<file path="config.mk">
export PLATFORM = sky130hd
export DESIGN_NAME = src_reset_ctrl
export DESIGN_NICKNAME = d
export VERILOG_FILES = /design/src/src_reset_ctrl.v /design/src/src_sync_release.v
export VERILOG_INCLUDE_DIRS = /design/src
export SDC_FILE = /design/constraint.sdc
export NUM_CORES = 1
export LEC_CHECK = 0
export ABC_AREA = 0
export BUFFER_PORTS_ARGS = -buffer_cell sky130_fd_sc_hd__buf_2
export CAP_MARGIN = 20
export CORE_MARGIN = 8
export CORE_UTILIZATION = 44
export CTS_BUF_LIST = sky130_fd_sc_hd__clkbuf_4
export CTS_CLUSTER_DIAMETER = 80
export DETAILED_ROUTE_END_ITERATION = 8
export PLACE_DENSITY = 0.86
export SYNTH_ARGS = -nofsm -noshare
export SYNTH_HDL_FRONTEND = slang
export SYNTH_SLANG_ARGS = --single-unit
</file>
<file path="constraint.sdc">
create_clock -name I_CLK -period 2 [get_ports I_CLK]
set_clock_uncertainty 0.05 [all_clocks]
set_input_delay 0.3 -clock I_CLK [delete_from_list [all_inputs] [get_ports I_CLK]]
set_output_delay 0.3 -clock I_CLK [all_outputs]
set_load 0.05 [all_outputs]
</file>
<file path="src/srcrst_defines.vh">
// Constants of the system reset controller
// Notes on behaviour
// - Any of ten sources enters reset
// - Core halted while reset active
// - Registers reset except power-on-only bits
// - Reset never touches RAM contents
// - Port latches preset to one, open-drain
// - Weak pullups on during, after reset
// - Reset disables interrupts and timers
// - Pin driven low for supply/power-on
// - Program counter cleared to 0x0000
// - Clock selection returns to internal oscillator
// - Watchdog enabled on leaving reset
// - Watchdog reset leaves pin undriven; code drives it if power-on or supply joins the episode
// - Watchdog timeout set to longest interval
`ifndef SRC_DEFINES_VH
`define SRC_DEFINES_VH
`define SRC_NUM_SRC 10
`define SRC_SRC_POR 0
`define SRC_SRC_PIN 1
`define SRC_SRC_CMP 2
`define SRC_SRC_SW 3
`define SRC_SRC_SUP 4
`define SRC_SRC_WDG 5
`define SRC_SRC_MCD 6
`define SRC_SRC_FLE 7
`define SRC_SRC_TKA 8
`define SRC_SRC_TKF 9
`define SRC_PC_RESET 16'h0000
`define SRC_CLKSEL_INT 2'h0
`define SRC_WDG_MAX_IVL 3'h7
`define SRC_SYNC_STAGES 2
`endif

</file>
<file path="src/src_reset_ctrl.v">
// System reset controller: gathers sources and drives the system reset
`include "srcrst_defines.vh"
`default_nettype none
module src_reset_ctrl #(
    parameter NUM_SRC = `SRC_NUM_SRC,
    parameter SYNC_STAGES = `SRC_SYNC_STAGES
) (
    input wire I_CLK,
    input wire I_RESET_N,
    input wire i_por,
    input wire i_ext_pin_n,
    input wire i_cmp_rst,
    input wire i_sw_rst,
    input wire i_supply_rst,
    input wire i_wdg_ovf,
    input wire i_missing_clk,
    input wire i_flash_err,
    input wire i_tku_alarm,
    input wire i_tku_osc_fail,
    output wire O_SYS_RST_N,
    output wire O_POR_RST_N,
    output wire O_CORE_HALT,
    output wire O_RAM_HOLD,
    output wire O_PORT_LATCH_SET,
    output wire O_PORT_OPEN_DRAIN,
    output wire O_PULLUP_EN,
    output wire O_IRQ_DISABLE,
    output wire O_TIMER_DISABLE,
    output wire O_EXT_RESET_PIN_N_OUT,
    output wire O_EXT_RESET_PIN_N_OE_N,
    output wire [15:0] O_PC_LOAD,
    output wire O_PC_LOAD_EN,
    output wire [1:0] O_CLKSEL,
    output wire O_CLKSEL_LOAD,
    output wire O_WDG_ENABLE,
    output wire [2:0] O_WDG_INTERVAL,
    output wire O_WDG_LOAD,
    output wire [NUM_SRC-1:0] O_RESET_CAUSE
);
    wire [NUM_SRC-1:0] src_vec;
    wire any_src;
    wire arst_n;
    wire sys_rst_n;
    wire por_arst_n;
    wire por_rst_n;
    reg in_rst_reg;
    reg drive_pin_reg;
    reg [NUM_SRC-1:0] cause_reg;

    assign src_vec = {i_tku_osc_fail, i_tku_alarm, i_flash_err, i_missing_clk, i_wdg_ovf,
                      i_supply_rst, i_sw_rst, i_cmp_rst, ~i_ext_pin_n, i_por};
    assign any_src = |src_vec;
    assign arst_n = I_RESET_N & ~any_src;
    assign por_arst_n = I_RESET_N & ~i_por;

    src_sync_release #(.STAGES(SYNC_STAGES)) u_sys_sync (
        .i_clk(I_CLK),
        .i_arst_n(arst_n),
        .o_rst_n(sys_rst_n)
    );
    src_sync_release #(.STAGES(SYNC_STAGES)) u_por_sync (
        .i_clk(I_CLK),
        .i_arst_n(por_arst_n),
        .o_rst_n(por_rst_n)
    );

    // Pin drive latched per episode; a watchdog episode drives only if power-on or supply also asserts in it
    always @(posedge I_CLK or negedge I_RESET_N) begin
        if (!I_RESET_N) begin
            in_rst_reg <= 1'b1;
            drive_pin_reg <= 1'b1;
            cause_reg <= {NUM_SRC{1'b0}};
        end else begin
            in_rst_reg <= ~sys_rst_n;
            if (!sys_rst_n) begin
                if (src_vec[`SRC_SRC_POR] | src_vec[`SRC_SRC_SUP]) begin
                    drive_pin_reg <= 1'b1;
                end
                // Sources assert asynchronously, so the episode start is seen via in_rst_reg
                if (in_rst_reg) begin
                    cause_reg <= cause_reg | src_vec;
                end else begin
                    cause_reg <= src_vec;
                end
            end else begin
                drive_pin_reg <= 1'b0;
            end
        end
    end

    assign O_SYS_RST_N = sys_rst_n;
    assign O_POR_RST_N = por_rst_n;
    assign O_CORE_HALT = ~sys_rst_n;
    assign O_RAM_HOLD = 1'b1;
    assign O_PORT_LATCH_SET = ~sys_rst_n;
    assign O_PORT_OPEN_DRAIN = ~sys_rst_n;
    // pullups stay enabled; software may change them later
    assign O_PULLUP_EN = 1'b1;
    assign O_IRQ_DISABLE = ~sys_rst_n;
    assign O_TIMER_DISABLE = ~sys_rst_n;
    assign O_EXT_RESET_PIN_N_OUT = 1'b0;
    assign O_EXT_RESET_PIN_N_OE_N = ~(drive_pin_reg & ~sys_rst_n);
    assign O_PC_LOAD = `SRC_PC_RESET;
    // in_rst_reg lags the release by one edge: one load cycle after reset
    assign O_PC_LOAD_EN = ~sys_rst_n | in_rst_reg;
    assign O_CLKSEL = `SRC_CLKSEL_INT;
    assign O_CLKSEL_LOAD = ~sys_rst_n;
    assign O_WDG_ENABLE = 1'b1;
    assign O_WDG_INTERVAL = `SRC_WDG_MAX_IVL;
    assign O_WDG_LOAD = ~sys_rst_n;
    assign O_RESET_CAUSE = cause_reg;
endmodule // src_reset_ctrl
`default_nettype wire

</file>
<file path="src/src_sync_release.v">
// Reset release synchroniser: asserts at once, releases on a clock edge
`default_nettype none
module src_sync_release #(
    parameter STAGES = 2
) (
    input wire i_clk,
    input wire i_arst_n,
    output wire o_rst_n
);
    reg [STAGES-1:0] chain_reg;
    always @(posedge i_clk or negedge i_arst_n) begin
        if (!i_arst_n) begin
            chain_reg <= {STAGES{1'b0}};
        end else begin
            chain_reg <= {chain_reg[STAGES-2:0], 1'b1};
        end
    end
    assign o_rst_n = chain_reg[STAGES-1];
endmodule // src_sync_release
`default_nettype wire

</file>
* Word-level counts from Yosys, hierarchy flattened
Index checks and enable logic that the tools add are counted.
** Word-level totals
- Flip-flop bits (word level) :: 16
- Word-level logic and storage cells :: 21
** Cells by class
- Muxes and demuxes :: 3
- Bitwise operators :: 11
- Reductions and logical operators :: 2
** Operator list (number)
- 2-to-1 mux 10 bit :: 1
- bitwise OR 10 bit :: 1
- OR reduction 10 bit :: 1
- inverter 1 bit :: 5
- AND 1 bit :: 3
- 2-to-1 mux 1 bit :: 2
- bitwise OR 1 bit :: 2
- nonzero test 2 bit :: 1

* Logic depth before layout (Yosys ltp)
- Depth after elaboration :: 4
- Gate-level depth with buffers :: 3

* Cells and area by module
From an unflattened synthesis, not the netlist that was laid out.
** Second synthesis, totals
- Cells, all modules :: 74
- Area total of the unflattened synthesis :: 817.0 um^2
** Modules (own cells, without submodules)
- src_reset_ctrl :: sequential area each 302.8 um^2, area an instance 709.4 um^2, cells an instance 68, times used 1
- src_sync_release :: sequential area each 50.0 um^2, area an instance 53.8 um^2, cells an instance 3, times used 2

* Worst setup path before layout
No wires, ideal clock.
- Kind :: register to output
- From :: register u_sys_sync.chain_reg[1]
- To :: output O_EXT_RESET_PIN_N_OE_N
- Cell stages (with the launch flop) :: 4
- Data arrival time :: 1.510 ns
- Slack :: 0.140 ns
- Buffers on the path :: 1
- Cells stage by stage :: dfrtp_1 inv_1 buf_2 nand2_1
** Between the ends
- Word-level cells in the longest chain between the ends :: 3
** Ends and longest elaborated chain
- from (decl) :: RTL line src_sync_release.v:10 : reg [STAGES-1:0] chain_reg;
- from (signal assigned) :: RTL line src_sync_release.v:13 : chain_reg <= {STAGES{1'b0}};
- from (signal assigned) :: RTL line src_sync_release.v:15 : chain_reg <= {chain_reg[STAGES-2:0], 1'b1};
- inverter 1 bit
- via O_CLKSEL_LOAD :: RTL line src_reset_ctrl.v:34 : output wire O_CLKSEL_LOAD,
- AND 1 bit :: RTL line src_reset_ctrl.v:102 : assign O_EXT_RESET_PIN_N_OE_N = ~(drive_pin_reg & ~sys_rst_n);
- inverter 1 bit :: RTL line src_reset_ctrl.v:102
- to (decl) :: RTL line src_reset_ctrl.v:30 : output wire O_EXT_RESET_PIN_N_OE_N,
The timed path passes the listed nets, and every way through them passes these cells.

* Final worst setup path
- From :: register u_sys_sync.chain_reg[1]
- To :: output O_IRQ_DISABLE
** Between the ends
- Word-level cells in the longest chain between the ends :: 1
** Ends and longest elaborated chain
- inverter 1 bit :: RTL line src_reset_ctrl.v:99 : assign O_IRQ_DISABLE = ~sys_rst_n;
- to (decl) :: RTL line src_reset_ctrl.v:27 : output wire O_IRQ_DISABLE,
Every way passes these cells.

==> impl_metrics.toml <==
[global_routing]
use_met1 = 0.102
use_met3 = 0.0761
met2_usage = 0.146
busiest_layer = "met2"
grt_pass1_vias = 562
grt.total_usage = 0.0975
grt_pass1_wl_um = 2570
antenna_found_initial = 0
grt.overflow.total = 0
grt_start_max_net_pins = 19

[sta]
report.final.setup_viol = 0
setup_ws_ns = 0.222
setup_tns_ns = 0
fmax_ghz = 0.562
rsz0062_at_grt = "no"
hold_violations = 0
final-max-slew-violation-count = 0
period_share = 0.889
finalCriticalPeriod_ns = 1.78

[route]
first_pass_iters = 4
num_vias = 531
wl_per_cell_um = 13.3
routed_via_density = 4.18
drc = 0
drt_wl_total_um = 1690
drtIter0Drc = 11
drtAntennaViolNets = 0

[cells_and_area]
fin_cells = 127
largest_reg_flops = 10
diodes = 0
syn_to_final_growth_pct = 10.7
drive_gt1_frac = 0.373
final_nets = 115
post-route-cell-area_um2 = 896

[clock_tree]
cts.reportedPaths.clkPinSlew_ns = 0.08
post_cts_buffers = 0
clk_path_buf_depth = 2
cts_root_buffer = "clkbuf_4"
cts_tree = "yes"
clk_latency_ns = 0.27
clock_sinks = 16
cts_buffers = 3
postCtsHoldBufs = 2
cts_resized = 0
cts_htree_levels = 1

[synthesis]
synthFlopType = "dfrtp_1"
netlist_area_um2 = 810
syn_avg_cell_area_um2 = 11.2
synth_warnings = 0
synth_area_leaders = "dfrtp_1 (43%), buf_4 (29%), a22o_1 (9.7%)"
synth_enable_flop_cells = 0
synth_seq_area_share = 0.498
yosysMostFrequentCell = "buf_4"
ys_async_sr_fraction = 1.00
yosys-top-cells-count = "buf_4 (31), dfrtp_1 (14), a22o_1 (9)"
syn-instance-count = 72
yosys.area.top_type_share = 0.433
yosysTopAreaCell = "dfrtp_1"
ys_types = 17
ys_ff_latch = 16

[placed_design]
io_buffers = 32
placed_cell_area_um2 = 846
gp_congestion = 0.686
dpl.hpwl_um = 1400
pre_cts_ws_ns = 0.517
dp.cells = 121

[die]
rows = 15
start_util = 0.469
dieArea_um2 = 3470
die_h_um = 58.9
fp.dieW_um = 58.9
coreArea_um2 = 1730
ioPinCount = 58

[power]
p_per_area_nw_per_um2 = 981
p_leak_nw = 0.488
ir_drop_mv = 0.502
total_power_mw = 0.879

[setup_path]
ff2ff_setup_slack_ns = 0.82
rr_startpoint = "u_sys_sync.chain_reg[1]"
worstPathMaxFanout = 18
reg2reg_to = "O_RESET_CAUSE[7]"
worstSetupStartpoint = "u_sys_sync.chain_reg[1]"
cp_data_arrival_time_ns = 1.43
worstPathRequired_ns = 1.65
endpoint_kind = "primary output"
crit_path_end = "O_IRQ_DISABLE"
critPathKind = "reg2out"
r2r_cells = 2
critPathLaunchType = "register"

[flow_run]
cap_violations = 0

[worst_hold_path]
hold_path_class = "in2async"

[outcome]
outcome = "finished, final reports clean"
## area by class of cell
type                    instances  area, µm²
multi-input cells              47        248
inverters                       1       3.75
flip-flops and latches         16        403
well taps                      25       31.3
clock buffers                   4       30.0
repair buffers                 34        180
fillers                       178        831
## through the flow
stage,hold WS (ns),util
4_1_cts,0.0378,0.519
3_3_place_gp,0.135,0.490
2_1_floorplan,-0.0456,-
6_report,0.0395,0.519
5_1_grt,0.0413,0.519
3_5_place_dp,0.149,0.490
## cell usage in the layout (no fill, tap or decap)
cell and n:
buf_2 32, conb_1 27, dfrtp_1 14, a22o_1 9
clkbuf_4 4, nor2_1 2, nor3_1 2, dfstp_2 2
dlygate4sd3_1 2, inv_1 1, nand2_1 1, or2b_1 1
nor4b_1 1, nor2b_1 1, and4_1 1, or2_1 1
o2bb2ai_1 1
## routing by layer
metal | vias to the layer above | routed length (µm) | part of all wire
met5 | - | 0 | 0
met3 | 0 | 305 | 0.18
met1 | 250 | 659 | 0.39
met4 | 0 | 0 | 0
li1 | 241 | - | -
met2 | 40 | 722 | 0.43
## power by group
part           internal (mW)  switching [mW]  leakage (nW)
registers              0.355          0.0158         0.184
clock network         0.0908          0.0914        0.0184
logic                 0.0533           0.273         0.286
total                  0.499           0.380         0.488
## cell families (layout without fill, tap and decap cells)
group           after synthesis  count (layout)  synth area share
buf+inv                      34              39             0.312
simple gates                 10              10            0.0727
flops                        16              16             0.498
compound gates               10              10             0.108
other cells                   2              27           0.00928
## worst min-delay path by stage
stage	to	slack (ns)	startpoint
2_1_floorplan	O_RESET_CAUSE[0]	-0.05	I_RESET_N
3_3_place_gp	O_RESET_CAUSE[1]	0.13	I_RESET_N
3_5_place_dp	O_RESET_CAUSE[2]	0.15	I_RESET_N
4_1_cts	u_sys_sync.chain_reg[1]	0.04	i_tku_osc_fail
5_1_grt	u_sys_sync.chain_reg[1]	0.04	i_tku_osc_fail
6_report	u_sys_sync.chain_reg[1]	0.04	i_tku_osc_fail
## critical path: stages (launching register included)
cell,delay (ns)
dfrtp_1,0.43
inv_1,0.37
buf_2,0.36
Power figures use the tool's default switching activity.
